File: config.mk
export PLATFORM = sky130hd
export DESIGN_NAME = ueb_register_bank
export DESIGN_NICKNAME = d
export VERILOG_FILES = /design/src/ueb_register_bank.v /design/src/ueb_char_mem.v
export VERILOG_INCLUDE_DIRS = /design/src
export SDC_FILE = /design/constraint.sdc
export NUM_CORES = 1
export LEC_CHECK = 0
export BUFFER_PORTS_ARGS = -buffer_cell sky130_fd_sc_hd__buf_2
export CAP_MARGIN = 20
export CORE_ASPECT_RATIO = 0.75
export CORE_MARGIN = 2
export CORE_UTILIZATION = 52
export CTS_CLUSTER_SIZE = 10
export DETAILED_ROUTE_END_ITERATION = 16
export GPL_TIMING_DRIVEN = 0
export MAX_ROUTING_LAYER = met4
export PLACE_DENSITY = 0.83
export SYNTH_ARGS = -nofsm -noshare
export SYNTH_HDL_FRONTEND = slang
export SYNTH_SLANG_ARGS = --single-unit
File: constraint.sdc
create_clock -name mclk -period 7.55 [get_ports mclk]
set_clock_uncertainty 0.1 [all_clocks]
set_input_delay 1.51 -clock mclk [delete_from_list [all_inputs] [get_ports mclk]]
set_output_delay 1.51 -clock mclk [all_outputs]
set_load 0.03 [all_outputs]
File: src/ueb_defs.vh
// Constants for the UART enhanced register bank: offsets, bit positions, codes, timing.
`ifndef UEB_DEFS_VH
`define UEB_DEFS_VH

// Register offsets in the normal map.
`define UEB_A_HOLD 4'h0
`define UEB_A_IER 4'h1
`define UEB_A_ISR 4'h2
`define UEB_A_LCR 4'h3
`define UEB_A_LSR 4'h5
`define UEB_A_GPST 4'hB
`define UEB_A_GPMSK 4'hC
`define UEB_A_RSVD 4'hD
`define UEB_A_IOCTL 4'hE
`define UEB_A_EXTRA_FEATURE_CONTROL 4'hF
// Offsets in the divisor and key maps.
`define UEB_A_DLL 4'h0
`define UEB_A_DLM 4'h1
`define UEB_A_DLD 4'h2
`define UEB_A_EFR 4'h2
// Upper two address bits that select the flow-control characters.
`define UEB_A_CHARS 2'h1

// Key value of line_ctrl that opens the enhanced map.
`define UEB_KEY 8'hBF
// Bit positions.
`define UEB_LCR_DIV 7
`define UEB_EFR_ENH 4
`define UEB_FCR_EN 0
`define UEB_FCR_RXCLR 1
`define UEB_FCR_TXCLR 2
`define UEB_IER_RX 0
`define UEB_IER_TX 1
`define UEB_IER_LS 2
`define UEB_IER_MS 3
`define UEB_IOC_HOLD 0

// Masks: shaded and fixed-zero write bits, and the line status error bits.
`define UEB_M_IER_STD 8'h0F
`define UEB_M_DLD_STD 8'hCF
`define UEB_M_IOCTL 8'h0B
`define UEB_M_EXTRA_FEATURE_CONTROL 8'hB7
`define UEB_M_LSERR 7'h4F

// Interrupt source codes, bits 5..0 of int_status_reg.
`define UEB_ISR_NONE 6'h01
`define UEB_ISR_LS 6'h06
`define UEB_ISR_TO 6'h0C
`define UEB_ISR_RX 6'h04
`define UEB_ISR_TX 6'h02
`define UEB_ISR_MS 6'h00
`define UEB_ISR_GPIO 6'h30

// Receive trigger levels for fifo_ctrl bits 7:6, in characters.
`define UEB_TRIG0 7'h01
`define UEB_TRIG1 7'h04
`define UEB_TRIG2 7'h08
`define UEB_TRIG3 7'h0E

// Receive time-out: whole characters plus extra bit times.
`define UEB_TO_CHARS 7'h04
`define UEB_TO_BITS 7'h0C
// Bits of a character at five data bits: five data, one start and one stop bit.
`define UEB_FRAME_BASE 7'h07

// Reset values.
`define UEB_RST_BYTE 8'h00
`define UEB_RST_LCR 8'h00
`endif

File: src/ueb_register_bank.v
// Register bank of a host-controlled UART: map decode, status and interrupt sources.
`timescale 1ns/1ps
`include "ueb_defs.vh"
// How it works
// - Shaded enhanced bits need enhanced_feature_ctrl bit 4.
// - int_enable_reg bits gate each interrupt source except GPIO, which enhanced_feature_ctrl bit 4 gates.
// - Unmasked sources are reported in int_status_reg.
// - FIFO interrupt mode needs FIFO and receive enables.
// - Receive interrupt asserts at trigger level.
// - Receive interrupt withdraws below trigger level.
// - Status bits 2,3 follow the receive interrupt.
// - Data ready sets when character enters FIFO.
// - Data ready clears only when FIFO empty.
// - Receive holding is read only.
// - Transmit holding is write only.
// - int_enable_reg reads back last written value, except bits 7:4 written without enhanced_feature_ctrl bit 4.
// - Time-out after four characters plus twelve bits.
// - Status bit 0 high when nothing pending.
module ueb_register_bank (
    input wire mclk,
    input wire nrst,
    input wire [3:0] regAddr,
    input wire [7:0] regWrData,
    input wire regWr,
    input wire regRd,
    output reg [7:0] regRdData,
    output reg regRdValid,
    input wire [6:0] rxFifoCount,
    input wire [7:0] rxFifoHead,
    input wire rxPush,
    input wire bitTick,
    input wire txEmpty,
    input wire [7:1] lineStatusIn,
    input wire modemInt,
    input wire [7:0] gpioIn,
    output reg rxPop,
    output reg txPush,
    output reg [7:0] txData,
    output reg rxFifoClear,
    output reg txFifoClear,
    output reg irq,
    output reg [7:0] divisorLow,
    output reg [7:0] divisorHigh,
    output reg [7:0] divisorFraction,
    output reg [7:0] lineCtrl,
    output reg [7:0] enhancedCtrl,
    output reg [7:0] extraCtrl,
    output reg [7:0] gpioOut,
    output reg [7:0] ioPinCtrl
);
    // Trigger level selected by the two fifo_ctrl trigger bits.
    function [6:0] trigLevel;
        input [1:0] sel;
        begin
            case (sel)
                2'h0: trigLevel = `UEB_TRIG0;
                2'h1: trigLevel = `UEB_TRIG1;
                2'h2: trigLevel = `UEB_TRIG2;
                default: trigLevel = `UEB_TRIG3;
            endcase
        end
    endfunction

    // Time-out in bit times: data, parity and stop bits follow line_ctrl.
    function [6:0] timeoutBits;
        input [7:0] line_ctrl;
        reg [6:0] perChar;
        begin
            perChar = `UEB_FRAME_BASE + {5'h00, line_ctrl[1:0]} + {6'h00, line_ctrl[2]} + {6'h00, line_ctrl[3]};
            timeoutBits = `UEB_TO_CHARS * perChar + `UEB_TO_BITS;
        end
    endfunction

    reg rstMeta_reg; // First reset stage, read only by the second.
    reg rstN; // Released reset used by the whole bank.
    reg [7:0] intEnable_reg; // Interrupt enables, read back as written except shaded bits 7:4.
    reg fifoEnable_reg; // FIFO mode.
    reg [1:0] rxTrigSel_reg; // Receive trigger selection.
    reg [5:4] txTrigSel_reg; // Transmit trigger bits, enhanced only.
    reg [7:0] gpioMask_reg; // GPIO interrupt mask.
    reg dataReady_reg; // Receive data ready status.
    reg txIntFlag_reg; // Transmit ready event held until serviced.
    reg timeoutFlag_reg; // Receive time-out event.
    reg [6:0] toCount_reg; // Bit times since the last receive activity.
    reg gpioFlag_reg; // GPIO toggle event.
    reg [7:0] gpioPrev_reg; // Input levels one cycle ago.
    reg [7:0] gpioHold_reg; // Input levels as shown to the host.
    reg txEmptyPrev_reg; // For the rising edge of transmit empty.
    reg [7:0] rdLocal_reg; // Read data gathered at the take edge.
    reg rdFromMem_reg; // The read targets the character store.
    reg rdStage_reg; // A read is in its first cycle.
    wire [7:0] memData; // Registered output of the character store.

    wire keyMode = (lineCtrl == `UEB_KEY);
    wire divMode = lineCtrl[`UEB_LCR_DIV] & ~keyMode;
    wire enh = enhancedCtrl[`UEB_EFR_ENH];
    wire memHit = keyMode & (regAddr[3:2] == `UEB_A_CHARS);
    wire [6:0] trig = trigLevel(rxTrigSel_reg);

    // Decoded accesses with side effects.
    wire normMap = ~keyMode & ~divMode;
    wire holdRd = regRd & normMap & (regAddr == `UEB_A_HOLD);
    wire holdWr = regWr & normMap & (regAddr == `UEB_A_HOLD);
    wire isrRd = regRd & normMap & (regAddr == `UEB_A_ISR);
    wire gpioRd = regRd & ~memHit & (regAddr == `UEB_A_GPST);
    wire ierWr = regWr & normMap & (regAddr == `UEB_A_IER);

    // Interrupt sources, each gated by its enable.
    wire rxFifoMode = fifoEnable_reg & intEnable_reg[`UEB_IER_RX];
    wire rxLevel = fifoEnable_reg ? (rxFifoCount >= trig) : dataReady_reg;
    wire lsInt = intEnable_reg[`UEB_IER_LS] & (|(lineStatusIn & `UEB_M_LSERR));
    wire toInt = rxFifoMode & timeoutFlag_reg;
    wire rxInt = intEnable_reg[`UEB_IER_RX] & rxLevel;
    wire txInt = intEnable_reg[`UEB_IER_TX] & txIntFlag_reg;
    wire msInt = intEnable_reg[`UEB_IER_MS] & modemInt;
    wire gpInt = enh & gpioFlag_reg;
    reg [5:0] isrCode;

    // Highest pending source wins; nothing pending reads as the none code.
    always @* begin
        if (lsInt) begin
            isrCode = `UEB_ISR_LS;
        end else if (toInt) begin
            isrCode = `UEB_ISR_TO;
        end else if (rxInt) begin
            isrCode = `UEB_ISR_RX;
        end else if (txInt) begin
            isrCode = `UEB_ISR_TX;
        end else if (msInt) begin
            isrCode = `UEB_ISR_MS;
        end else if (gpInt) begin
            isrCode = `UEB_ISR_GPIO;
        end else begin
            isrCode = `UEB_ISR_NONE;
        end
    end

    reg [7:0] rdMux;

    // Read mux; the map depends on line_ctrl. Unmapped offsets read zero.
    always @* begin
        rdMux = 8'h00;
        if (keyMode) begin
            case (regAddr)
                `UEB_A_DLL: rdMux = divisorLow;
                `UEB_A_DLM: rdMux = divisorHigh;
                `UEB_A_EFR: rdMux = enhancedCtrl;
                `UEB_A_LCR: rdMux = lineCtrl;
                default: rdMux = 8'h00;
            endcase
        end else if (divMode && regAddr < `UEB_A_LCR) begin
            case (regAddr)
                `UEB_A_DLL: rdMux = divisorLow;
                `UEB_A_DLM: rdMux = divisorHigh;
                default: rdMux = divisorFraction;
            endcase
        end else begin
            case (regAddr)
                `UEB_A_HOLD: rdMux = rxFifoHead;
                `UEB_A_IER: rdMux = intEnable_reg;
                `UEB_A_ISR: rdMux = {fifoEnable_reg, fifoEnable_reg, isrCode};
                `UEB_A_LCR: rdMux = lineCtrl;
                `UEB_A_LSR: rdMux = {lineStatusIn, dataReady_reg};
                default: rdMux = 8'h00;
            endcase
        end
        // The GPIO and control block sits at the same offsets in every map.
        case (regAddr)
            `UEB_A_GPST: rdMux = gpioHold_reg;
            `UEB_A_GPMSK: rdMux = gpioMask_reg;
            `UEB_A_RSVD: rdMux = 8'h00;
            `UEB_A_IOCTL: rdMux = ioPinCtrl;
            `UEB_A_EXTRA_FEATURE_CONTROL: rdMux = extraCtrl;
            default: rdMux = rdMux;
        endcase
    end

    // Reset is asserted at once and released through two flip-flops.
    always @(posedge mclk or negedge nrst) begin
        if (!nrst) begin
            rstMeta_reg <= 1'b0;
            rstN <= 1'b0;
        end else begin
            rstMeta_reg <= 1'b1;
            rstN <= rstMeta_reg;
        end
    end

    // Host writes. Pulse outputs last one cycle after the write edge.
    always @(posedge mclk or negedge rstN) begin
        if (!rstN) begin
            intEnable_reg <= `UEB_RST_BYTE;
            fifoEnable_reg <= 1'b0;
            rxTrigSel_reg <= 2'h0;
            txTrigSel_reg <= 2'h0;
            lineCtrl <= `UEB_RST_LCR;
            divisorLow <= `UEB_RST_BYTE;
            divisorHigh <= `UEB_RST_BYTE;
            divisorFraction <= `UEB_RST_BYTE;
            enhancedCtrl <= `UEB_RST_BYTE;
            extraCtrl <= `UEB_RST_BYTE;
            gpioOut <= `UEB_RST_BYTE;
            gpioMask_reg <= `UEB_RST_BYTE;
            ioPinCtrl <= `UEB_RST_BYTE;
            txData <= `UEB_RST_BYTE;
            txPush <= 1'b0;
            rxFifoClear <= 1'b0;
            txFifoClear <= 1'b0;
        end else begin
            txPush <= holdWr;
            rxFifoClear <= 1'b0;
            txFifoClear <= 1'b0;
            if (holdWr) begin
                txData <= regWrData;
            end
            if (regWr && keyMode) begin
                // Key map: divisor pair and enhanced control.
                case (regAddr)
                    `UEB_A_DLL: divisorLow <= regWrData;
                    `UEB_A_DLM: divisorHigh <= regWrData;
                    `UEB_A_EFR: enhancedCtrl <= regWrData;
                    default: ;
                endcase
            end else if (regWr && divMode && regAddr < `UEB_A_LCR) begin
                case (regAddr)
                    `UEB_A_DLL: divisorLow <= regWrData;
                    `UEB_A_DLM: divisorHigh <= regWrData;
                    default: divisorFraction <= enh ? regWrData
                        : (regWrData & `UEB_M_DLD_STD) | (divisorFraction & ~`UEB_M_DLD_STD);
                endcase
            end else if (regWr && normMap) begin
                case (regAddr)
                    `UEB_A_IER: intEnable_reg <= enh ? regWrData
                        : (regWrData & `UEB_M_IER_STD) | (intEnable_reg & ~`UEB_M_IER_STD);
                    `UEB_A_ISR: begin
                        fifoEnable_reg <= regWrData[`UEB_FCR_EN];
                        rxTrigSel_reg <= regWrData[7:6];
                        rxFifoClear <= regWrData[`UEB_FCR_RXCLR];
                        txFifoClear <= regWrData[`UEB_FCR_TXCLR];
                        if (enh) begin
                            txTrigSel_reg <= regWrData[5:4];
                        end
                    end
                    default: ;
                endcase
            end
            // Line control and the GPIO block are writable in every map.
            if (regWr && !memHit) begin
                case (regAddr)
                    `UEB_A_LCR: lineCtrl <= regWrData;
                    `UEB_A_GPST: gpioOut <= regWrData;
                    `UEB_A_GPMSK: gpioMask_reg <= regWrData;
                    `UEB_A_IOCTL: ioPinCtrl <= regWrData & `UEB_M_IOCTL;
                    `UEB_A_EXTRA_FEATURE_CONTROL: extraCtrl <= regWrData & `UEB_M_EXTRA_FEATURE_CONTROL;
                    default: ;
                endcase
            end
        end
    end

    // Receive and transmit status and events. Wherever a set meets a clear, the set wins.
    always @(posedge mclk or negedge rstN) begin
        if (!rstN) begin
            dataReady_reg <= 1'b0;
            txIntFlag_reg <= 1'b0;
            txEmptyPrev_reg <= 1'b0;
            timeoutFlag_reg <= 1'b0;
            toCount_reg <= 7'h00;
            rxPop <= 1'b0;
        end else begin
            rxPop <= holdRd;
            // Data ready sets on each push and drops only once the FIFO is empty.
            if (rxPush) begin
                dataReady_reg <= 1'b1;
            end else if (rxFifoCount == 7'h00) begin
                dataReady_reg <= 1'b0;
            end
            // Transmit ready: edge of empty, or enabled while already empty.
            txEmptyPrev_reg <= txEmpty;
            if ((txEmpty && !txEmptyPrev_reg)
                || (ierWr && regWrData[`UEB_IER_TX] && txEmpty)) begin
                txIntFlag_reg <= 1'b1;
            end else if (isrRd || holdWr) begin
                txIntFlag_reg <= 1'b0;
            end
            // Time-out counter restarts on any receive activity and only
            // runs while data waits; a read of the holding location clears it.
            if (rxPush || holdRd || rxFifoCount == 7'h00) begin
                toCount_reg <= 7'h00;
            end else if (bitTick && toCount_reg != timeoutBits(lineCtrl)) begin
                toCount_reg <= toCount_reg + 7'h01;
            end
            // Set on the tick that ends the count, so a holding read is not undone after it.
            if (bitTick && !rxPush && rxFifoCount != 7'h00
                && toCount_reg + 7'h01 == timeoutBits(lineCtrl)) begin
                timeoutFlag_reg <= 1'b1;
            end else if (holdRd) begin
                timeoutFlag_reg <= 1'b0;
            end
        end
    end

    // GPIO inputs: toggles raise an event cleared by reading the state register.
    // With the hold bit set the shown value freezes until that read.
    always @(posedge mclk or negedge rstN) begin
        if (!rstN) begin
            gpioPrev_reg <= 8'h00;
            gpioHold_reg <= 8'h00;
            gpioFlag_reg <= 1'b0;
        end else begin
            gpioPrev_reg <= gpioIn;
            if (!ioPinCtrl[`UEB_IOC_HOLD] || gpioRd) begin
                gpioHold_reg <= gpioIn;
            end
            if (|((gpioIn ^ gpioPrev_reg) & gpioMask_reg)) begin
                gpioFlag_reg <= 1'b1;
            end else if (gpioRd) begin
                gpioFlag_reg <= 1'b0;
            end
        end
    end

    // Read pipeline: capture at the take edge, present one edge later.
    // The extra stage keeps every output on a flip-flop, at one cycle of latency.
    always @(posedge mclk or negedge rstN) begin
        if (!rstN) begin
            rdLocal_reg <= 8'h00;
            rdFromMem_reg <= 1'b0;
            rdStage_reg <= 1'b0;
            regRdData <= 8'h00;
            regRdValid <= 1'b0;
            irq <= 1'b0;
        end else begin
            rdStage_reg <= regRd;
            if (regRd) begin
                rdLocal_reg <= rdMux;
                rdFromMem_reg <= memHit;
            end
            regRdValid <= rdStage_reg;
            if (rdStage_reg) begin
                regRdData <= rdFromMem_reg ? memData : rdLocal_reg;
            end
            irq <= (isrCode != `UEB_ISR_NONE);
        end
    end

    // Flow-control characters, reachable only through the key map.
    ueb_char_mem charMem (
        .mclk(mclk),
        .rstN(rstN),
        .wrEn(regWr & memHit),
        .wrAddr(regAddr[1:0]),
        .wrData(regWrData),
        .rdAddr(regAddr[1:0]),
        .rdData(memData)
    );
endmodule

File: src/ueb_char_mem.v
// Four-word store for the flow-control characters, with a registered read port.
`timescale 1ns/1ps
module ueb_char_mem (
    input wire mclk,
    input wire rstN,
    input wire wrEn,
    input wire [1:0] wrAddr,
    input wire [7:0] wrData,
    input wire [1:0] rdAddr,
    output reg [7:0] rdData
);
    // Words: resume one, resume two, pause one, pause two.
    reg [7:0] word_reg [0:3];
    integer i;

    // Writes land at once; read data is sampled one edge after the address.
    always @(posedge mclk or negedge rstN) begin
        if (!rstN) begin
            for (i = 0; i < 4; i = i + 1) begin
                word_reg[i] <= 8'h00;
            end
            rdData <= 8'h00;
        end else begin
            if (wrEn) begin
                word_reg[wrAddr] <= wrData;
            end
            rdData <= word_reg[rdAddr];
        end
    end
endmodule

==> flow_summary.html <==
<table>
<tr><th>Metric</th><th>Value</th></tr>
<tr><th colspan="2">Outcome</th></tr>
<tr><td>Result of the run</td><td>finished, final reports clean</td></tr>
<tr><th colspan="2">Global route</th></tr>
<tr><td>Met2 Resource Use GR</td><td>42.2%</td></tr>
<tr><td>Met3 capacity usage during global routing</td><td>9.50%</td></tr>
<tr><td>Overall fraction of global-route tracks in use</td><td>29.6%</td></tr>
<tr><td>Antenna violations before repair</td><td>1</td></tr>
<tr><td>Most heavily used metal layer in global routing</td><td>met2</td></tr>
<tr><td>Pin count of the biggest net entering global routing</td><td>69</td></tr>
<tr><td>Total overflow reported by the global router</td><td>0</td></tr>
<tr><td>First-pass GRT wire length</td><td>38,600 um</td></tr>
<tr><td>Met1 capacity usage during global routing</td><td>41.5%</td></tr>
<tr><td>Vias in the first global route</td><td>6,658</td></tr>
<tr><th colspan="2">Finish</th></tr>
<tr><td>Most frequent standard cell in the layout excluding fill and tap cells</td><td>sky130_fd_sc_hd__dfrtp_1</td></tr>
<tr><td>Largest register FFs</td><td>32</td></tr>
<tr><td>Storage element area</td><td>4460 um2</td></tr>
<tr><td>Layout filler cell count</td><td>1,291</td></tr>
<tr><td>Final net count</td><td>933</td></tr>
<tr><td>Most frequent cells in the layout</td><td>sky130_fd_sc_hd__dfrtp_1, sky130_fd_sc_hd__buf_2, sky130_fd_sc_hd__mux2_2</td></tr>
<tr><td>Final design area excluding fillers</td><td>10,300 um2</td></tr>
<tr><td>Fraction of final layout cells sized beyond drive strength 1</td><td>37.8%</td></tr>
<tr><td>Area grow syn2layout</td><td>18.0%</td></tr>
<tr><td>Area of combinational cells with multiple inputs</td><td>3950 um2</td></tr>
<tr><th colspan="2">Yosys</th></tr>
<tr><td>Share of the synthesized area in the top cell type</td><td>51.2%</td></tr>
<tr><td>Sequential area share after synthesis</td><td>51.2%</td></tr>
<tr><td>Post-synth cell types</td><td>66</td></tr>
<tr><td>Average cell area after synthesis</td><td>12.1 um2</td></tr>
<tr><td>Area leader, netlist</td><td>sky130_fd_sc_hd__dfrtp_1</td></tr>
<tr><td>Post-synth design cell area</td><td>8700 um2</td></tr>
<tr><td>Seq cells post-synth</td><td>178</td></tr>
<tr><td>Number of enable flip-flop cells after synthesis</td><td>0</td></tr>
<tr><td>Leading post-synthesis cells by cell area</td><td>sky130_fd_sc_hd__dfrtp_1, sky130_fd_sc_hd__mux2_2, sky130_fd_sc_hd__mux4_2</td></tr>
<tr><td>Number of instances in the synthesized netlist</td><td>719</td></tr>
<tr><td>Flip-flop cell with the highest count after synthesis</td><td>sky130_fd_sc_hd__dfrtp_1</td></tr>
<tr><td>Syn. warnings</td><td>0</td></tr>
<tr><td>Share of flip-flops with an asynchronous set or reset</td><td>100%</td></tr>
<tr><th colspan="2">Critical path</th></tr>
<tr><td>Largest fanout of any net on the critical path</td><td>10</td></tr>
<tr><td>Critical path's top delay family</td><td>buffers and inverters</td></tr>
<tr><td>Sequence of cells on the critical path</td><td>buf_2 -&gt; buf_4 -&gt; buf_2 -&gt; buf_2 -&gt; mux2i_1 -&gt; nand2_1 -&gt; o211ai_1 -&gt; nand2_1 -&gt; a221oi_1 -&gt; nor2_1</td></tr>
<tr><td>Number of cells on the worst reg-to-reg path</td><td>14</td></tr>
<tr><td>Critical path's slowest cell</td><td>sky130_fd_sc_hd__a221oi_1</td></tr>
<tr><td>Data required time at the worst endpoint</td><td>7.76 ns</td></tr>
<tr><td>Cell mode on critical path</td><td>sky130_fd_sc_hd__buf_2</td></tr>
<tr><td>Worst flop-to-flop path endpoint</td><td>toCount_reg[4]$_DFFE_PN0P_</td></tr>
<tr><td>Largest stage delay on the critical path</td><td>0.45 ns</td></tr>
<tr><td>CP Data Arrival Time</td><td>3.72 ns</td></tr>
<tr><td>Flop2flop setup slack</td><td>4.20 ns</td></tr>
<tr><td>Type of the worst setup path</td><td>input port to register</td></tr>
<tr><td>Startpoint of the worst-slack reg-to-reg timing path</td><td>lineCtrl[0]$_DFFE_PN0P_</td></tr>
<tr><td>Crit path buf inv count</td><td>4</td></tr>
<tr><td>Kind of start point of the critical path</td><td>input port</td></tr>
<tr><td>Type of element capturing the critical path</td><td>register</td></tr>
<tr><th colspan="2">Clock tree</th></tr>
<tr><td># hold bufs at CTS</td><td>0</td></tr>
<tr><td>Clock transition at the register clock pins on the worst setup and hold paths after CTS</td><td>0.08 ns</td></tr>
<tr><td>Clock root buffer master</td><td>sky130_fd_sc_hd__clkbuf_16</td></tr>
<tr><td>CTS tree</td><td>done</td></tr>
<tr><td>Max H-tree Level</td><td>4</td></tr>
<tr><td>Bufs on Longest Clock Path</td><td>2</td></tr>
<tr><td>Sink Count</td><td>178</td></tr>
<tr><td>Resized cells post-CTS</td><td>0</td></tr>
<tr><td>Number of setup buffers added after CTS</td><td>0</td></tr>
<tr><td>Clock latency of the later-clocked register in the worst-skew pair</td><td>0.44 ns</td></tr>
<tr><td>Number of clock buffers inserted by TritonCTS</td><td>17</td></tr>
<tr><th colspan="2">Hold path</th></tr>
<tr><td>Hold-critical path depth</td><td>0</td></tr>
<tr><td>Hold EP</td><td>rstN$_DFF_PN0_</td></tr>
<tr><td>Worst Hold Launch</td><td>rstMeta_reg$_DFF_PN0_</td></tr>
<tr><td>Tightest Hold Check Type</td><td>register to register</td></tr>
<tr><th colspan="2">Power and ir drop</th></tr>
<tr><td>Leak Pwr</td><td>4.83 nW</td></tr>
<tr><td>Clock power frac</td><td>32.2%</td></tr>
<tr><td>Cell internal pwr</td><td>1.81 mW</td></tr>
<tr><td>Power density relative to cell area</td><td>270 nW/um2</td></tr>
<tr><td>Post-route total power</td><td>2.77 mW</td></tr>
<tr><td>Peak supply drop</td><td>175 uV</td></tr>
<tr><td>Switching part of the total</td><td>34.9%</td></tr>
<tr><td>Combinational group share of total power</td><td>25.4%</td></tr>
<tr><td>Sequential cell fraction of total power</td><td>42.4%</td></tr>
<tr><td>P_sw</td><td>0.968 mW</td></tr>
<tr><th colspan="2">STA</th></tr>
<tr><td>Final Hold Slack</td><td>0.251 ns</td></tr>
<tr><td>Final count of pins violating max slew</td><td>0</td></tr>
<tr><td>Headroom to the max-slew limit</td><td>32.4%</td></tr>
<tr><td>Setup-violating endpoint count in the final report</td><td>0</td></tr>
<tr><td>Hold violation total from the final report</td><td>0</td></tr>
<tr><td>Final period demand of the worst path</td><td>3.51 ns</td></tr>
<tr><td>Highest Clock Rate</td><td>285 MHz</td></tr>
<tr><td>Period Utilization, post-route</td><td>46.4%</td></tr>
<tr><td>Setup repair after global routing missed its margin</td><td>false</td></tr>
<tr><td>Setup TNS Final</td><td>0 ns</td></tr>
<tr><td>Pin slew with the least headroom to its limit</td><td>1.01 ns</td></tr>
<tr><th colspan="2">Drt</th></tr>
<tr><td>Mean routed wirelength per cell</td><td>22.6 um</td></tr>
<tr><td>Overall via count from detail_route</td><td>6,761</td></tr>
<tr><td>Remaining antenna violation count after routing</td><td>0</td></tr>
<tr><td>Detailed-route DRC error count</td><td>0</td></tr>
<tr><td>Wirelength, routed</td><td>24,700 um</td></tr>
<tr><td>Violation count after the first detailed-route iteration</td><td>668</td></tr>
<tr><td>Detail-routed via count per cell</td><td>6.17</td></tr>
<tr><td>Detailed-router iteration count before antenna repair</td><td>5</td></tr>
<tr><th colspan="2">Placement</th></tr>
<tr><td>Instance area after placement</td><td>9670 um2</td></tr>
<tr><td>Post-DP HPWL</td><td>17,600 um</td></tr>
<tr><td>Placer's final routability congestion estimate</td><td>0.943</td></tr>
<tr><td>Port bufs</td><td>124</td></tr>
<tr><th colspan="2">Floorplan</th></tr>
<tr><td>Core Box Area</td><td>16,200 um2</td></tr>
<tr><td>Core Rows</td><td>40</td></tr>
<tr><td>Die Footprint</td><td>17,800 um2</td></tr>
<tr><td>I/O pin total</td><td>136</td></tr>
<tr><td>Effective utilization at floorplan</td><td>53.7%</td></tr>
<tr><td>Height of the chip</td><td>116 um</td></tr>
<tr><td>Overall die width</td><td>153 um</td></tr>
<tr><th colspan="2">Job</th></tr>
<tr><td>Max-Cap Viols</td><td>0</td></tr>
</table>
synthesized netlist by cell type, types with 12 or more instances:
cell and count:
sky130_fd_sc_hd__dfrtp_1 178, sky130_fd_sc_hd__mux2_2 119, sky130_fd_sc_hd__nand2_1 43, sky130_fd_sc_hd__a21oi_1 30, sky130_fd_sc_hd__nor2_1 30, sky130_fd_sc_hd__o21ai_0 27
sky130_fd_sc_hd__nand3_1 26, sky130_fd_sc_hd__clkbuf_1 23, sky130_fd_sc_hd__mux2i_1 22, sky130_fd_sc_hd__inv_1 21, sky130_fd_sc_hd__mux4_2 15, sky130_fd_sc_hd__buf_2 12
sky130_fd_sc_hd__ha_1 12
power by group through the flow:
| stage | combinational [mW] | sequential [mW] | clock, mW |
|---|---|---|---|
| after floorplan | 0.353 | 1.31 | 0 |
| after global placement | 0.664 | 1.20 | 0 |
| after detailed placement | 0.697 | 1.19 | 0 |
| after CTS | 0.701 | 1.17 | 0.900 |
| after global routing | 0.764 | 1.19 | 0.939 |
| final | 0.704 | 1.18 | 0.894 |
worst reg2reg max path, stage by stage, from the launching register on:
cell and delay, ns:
sky130_fd_sc_hd__dfrtp_1 0.47, sky130_fd_sc_hd__inv_1 0.09, sky130_fd_sc_hd__ha_1 0.29, sky130_fd_sc_hd__inv_1 0.04, sky130_fd_sc_hd__ha_1 0.19, sky130_fd_sc_hd__fa_1 0.48, sky130_fd_sc_hd__inv_1 0.05, sky130_fd_sc_hd__ha_1 0.37
sky130_fd_sc_hd__xnor2_1 0.16, sky130_fd_sc_hd__nor3b_1 0.28, sky130_fd_sc_hd__nand4_2 0.14, sky130_fd_sc_hd__o21ai_2 0.21, sky130_fd_sc_hd__buf_6 0.17, sky130_fd_sc_hd__o21ai_0 0.09, sky130_fd_sc_hd__a21oi_1 0.14
area by class of cell:
cell class                 count  area share (%)
antenna                        2          0.0488
clock inverter                14            1.60
buffer                        48            2.34
tap                          210            2.56
sequential                   178            43.4
inverter                      21           0.768
clock buffer                  18            4.18
multi-input combinational    478            38.5
timing repair buffer         126            6.58
logic make-up after synthesis:
family                   synth area share [%]
AND/OR/NAND/NOR                          9.52
flip-flops                               51.2
XOR/XNOR                                 1.91
buffers and inverters                    3.67
AO/OA/AOI/OAI                            9.56
multiplexers                             22.1
other                                  0.0863
adder cells (fa/ha/maj)                  1.96
how the worst max path moves through the flow:
stage,startpoint,to,slack (ns),cells past startpoint
after floorplan,rstN$_DFF_PN0_,charMem.rdData[0]$_DFF_PN0_,2.12,0
after global placement,rstN$_DFF_PN0_,gpioPrev_reg[0]$_DFF_PN0_,0.24,0
after detailed placement,regAddr[0],rdLocal_reg[6]$_DFFE_PN0P_,3.66,10
after CTS,regAddr[0],rdLocal_reg[6]$_DFFE_PN0P_,4.08,10
after global routing,regAddr[0],rdLocal_reg[6]$_DFFE_PN0P_,3.91,10
final,regAddr[0],rdLocal_reg[6]$_DFFE_PN0P_,4.04,10
per-stage QoR:
stage,utilization [%],instances,worst slack (ns)
after floorplan,-,725,2.12
after global placement,59.3,1059,0.244
after detailed placement,59.6,1061,3.66
after CTS,63.3,1093,4.08
after global routing,63.3,1094,3.91
final,63.3,1095,4.04
layer usage:
layer | vias to the layer above | share of wire [%]
met2 | 402 | 44
met4 | 0 | 2.3
met1 | 3372 | 43
li1 | 2924 | -
met5 | - | 0
met3 | 63 | 11
Power figures use the tool's default switching activity.
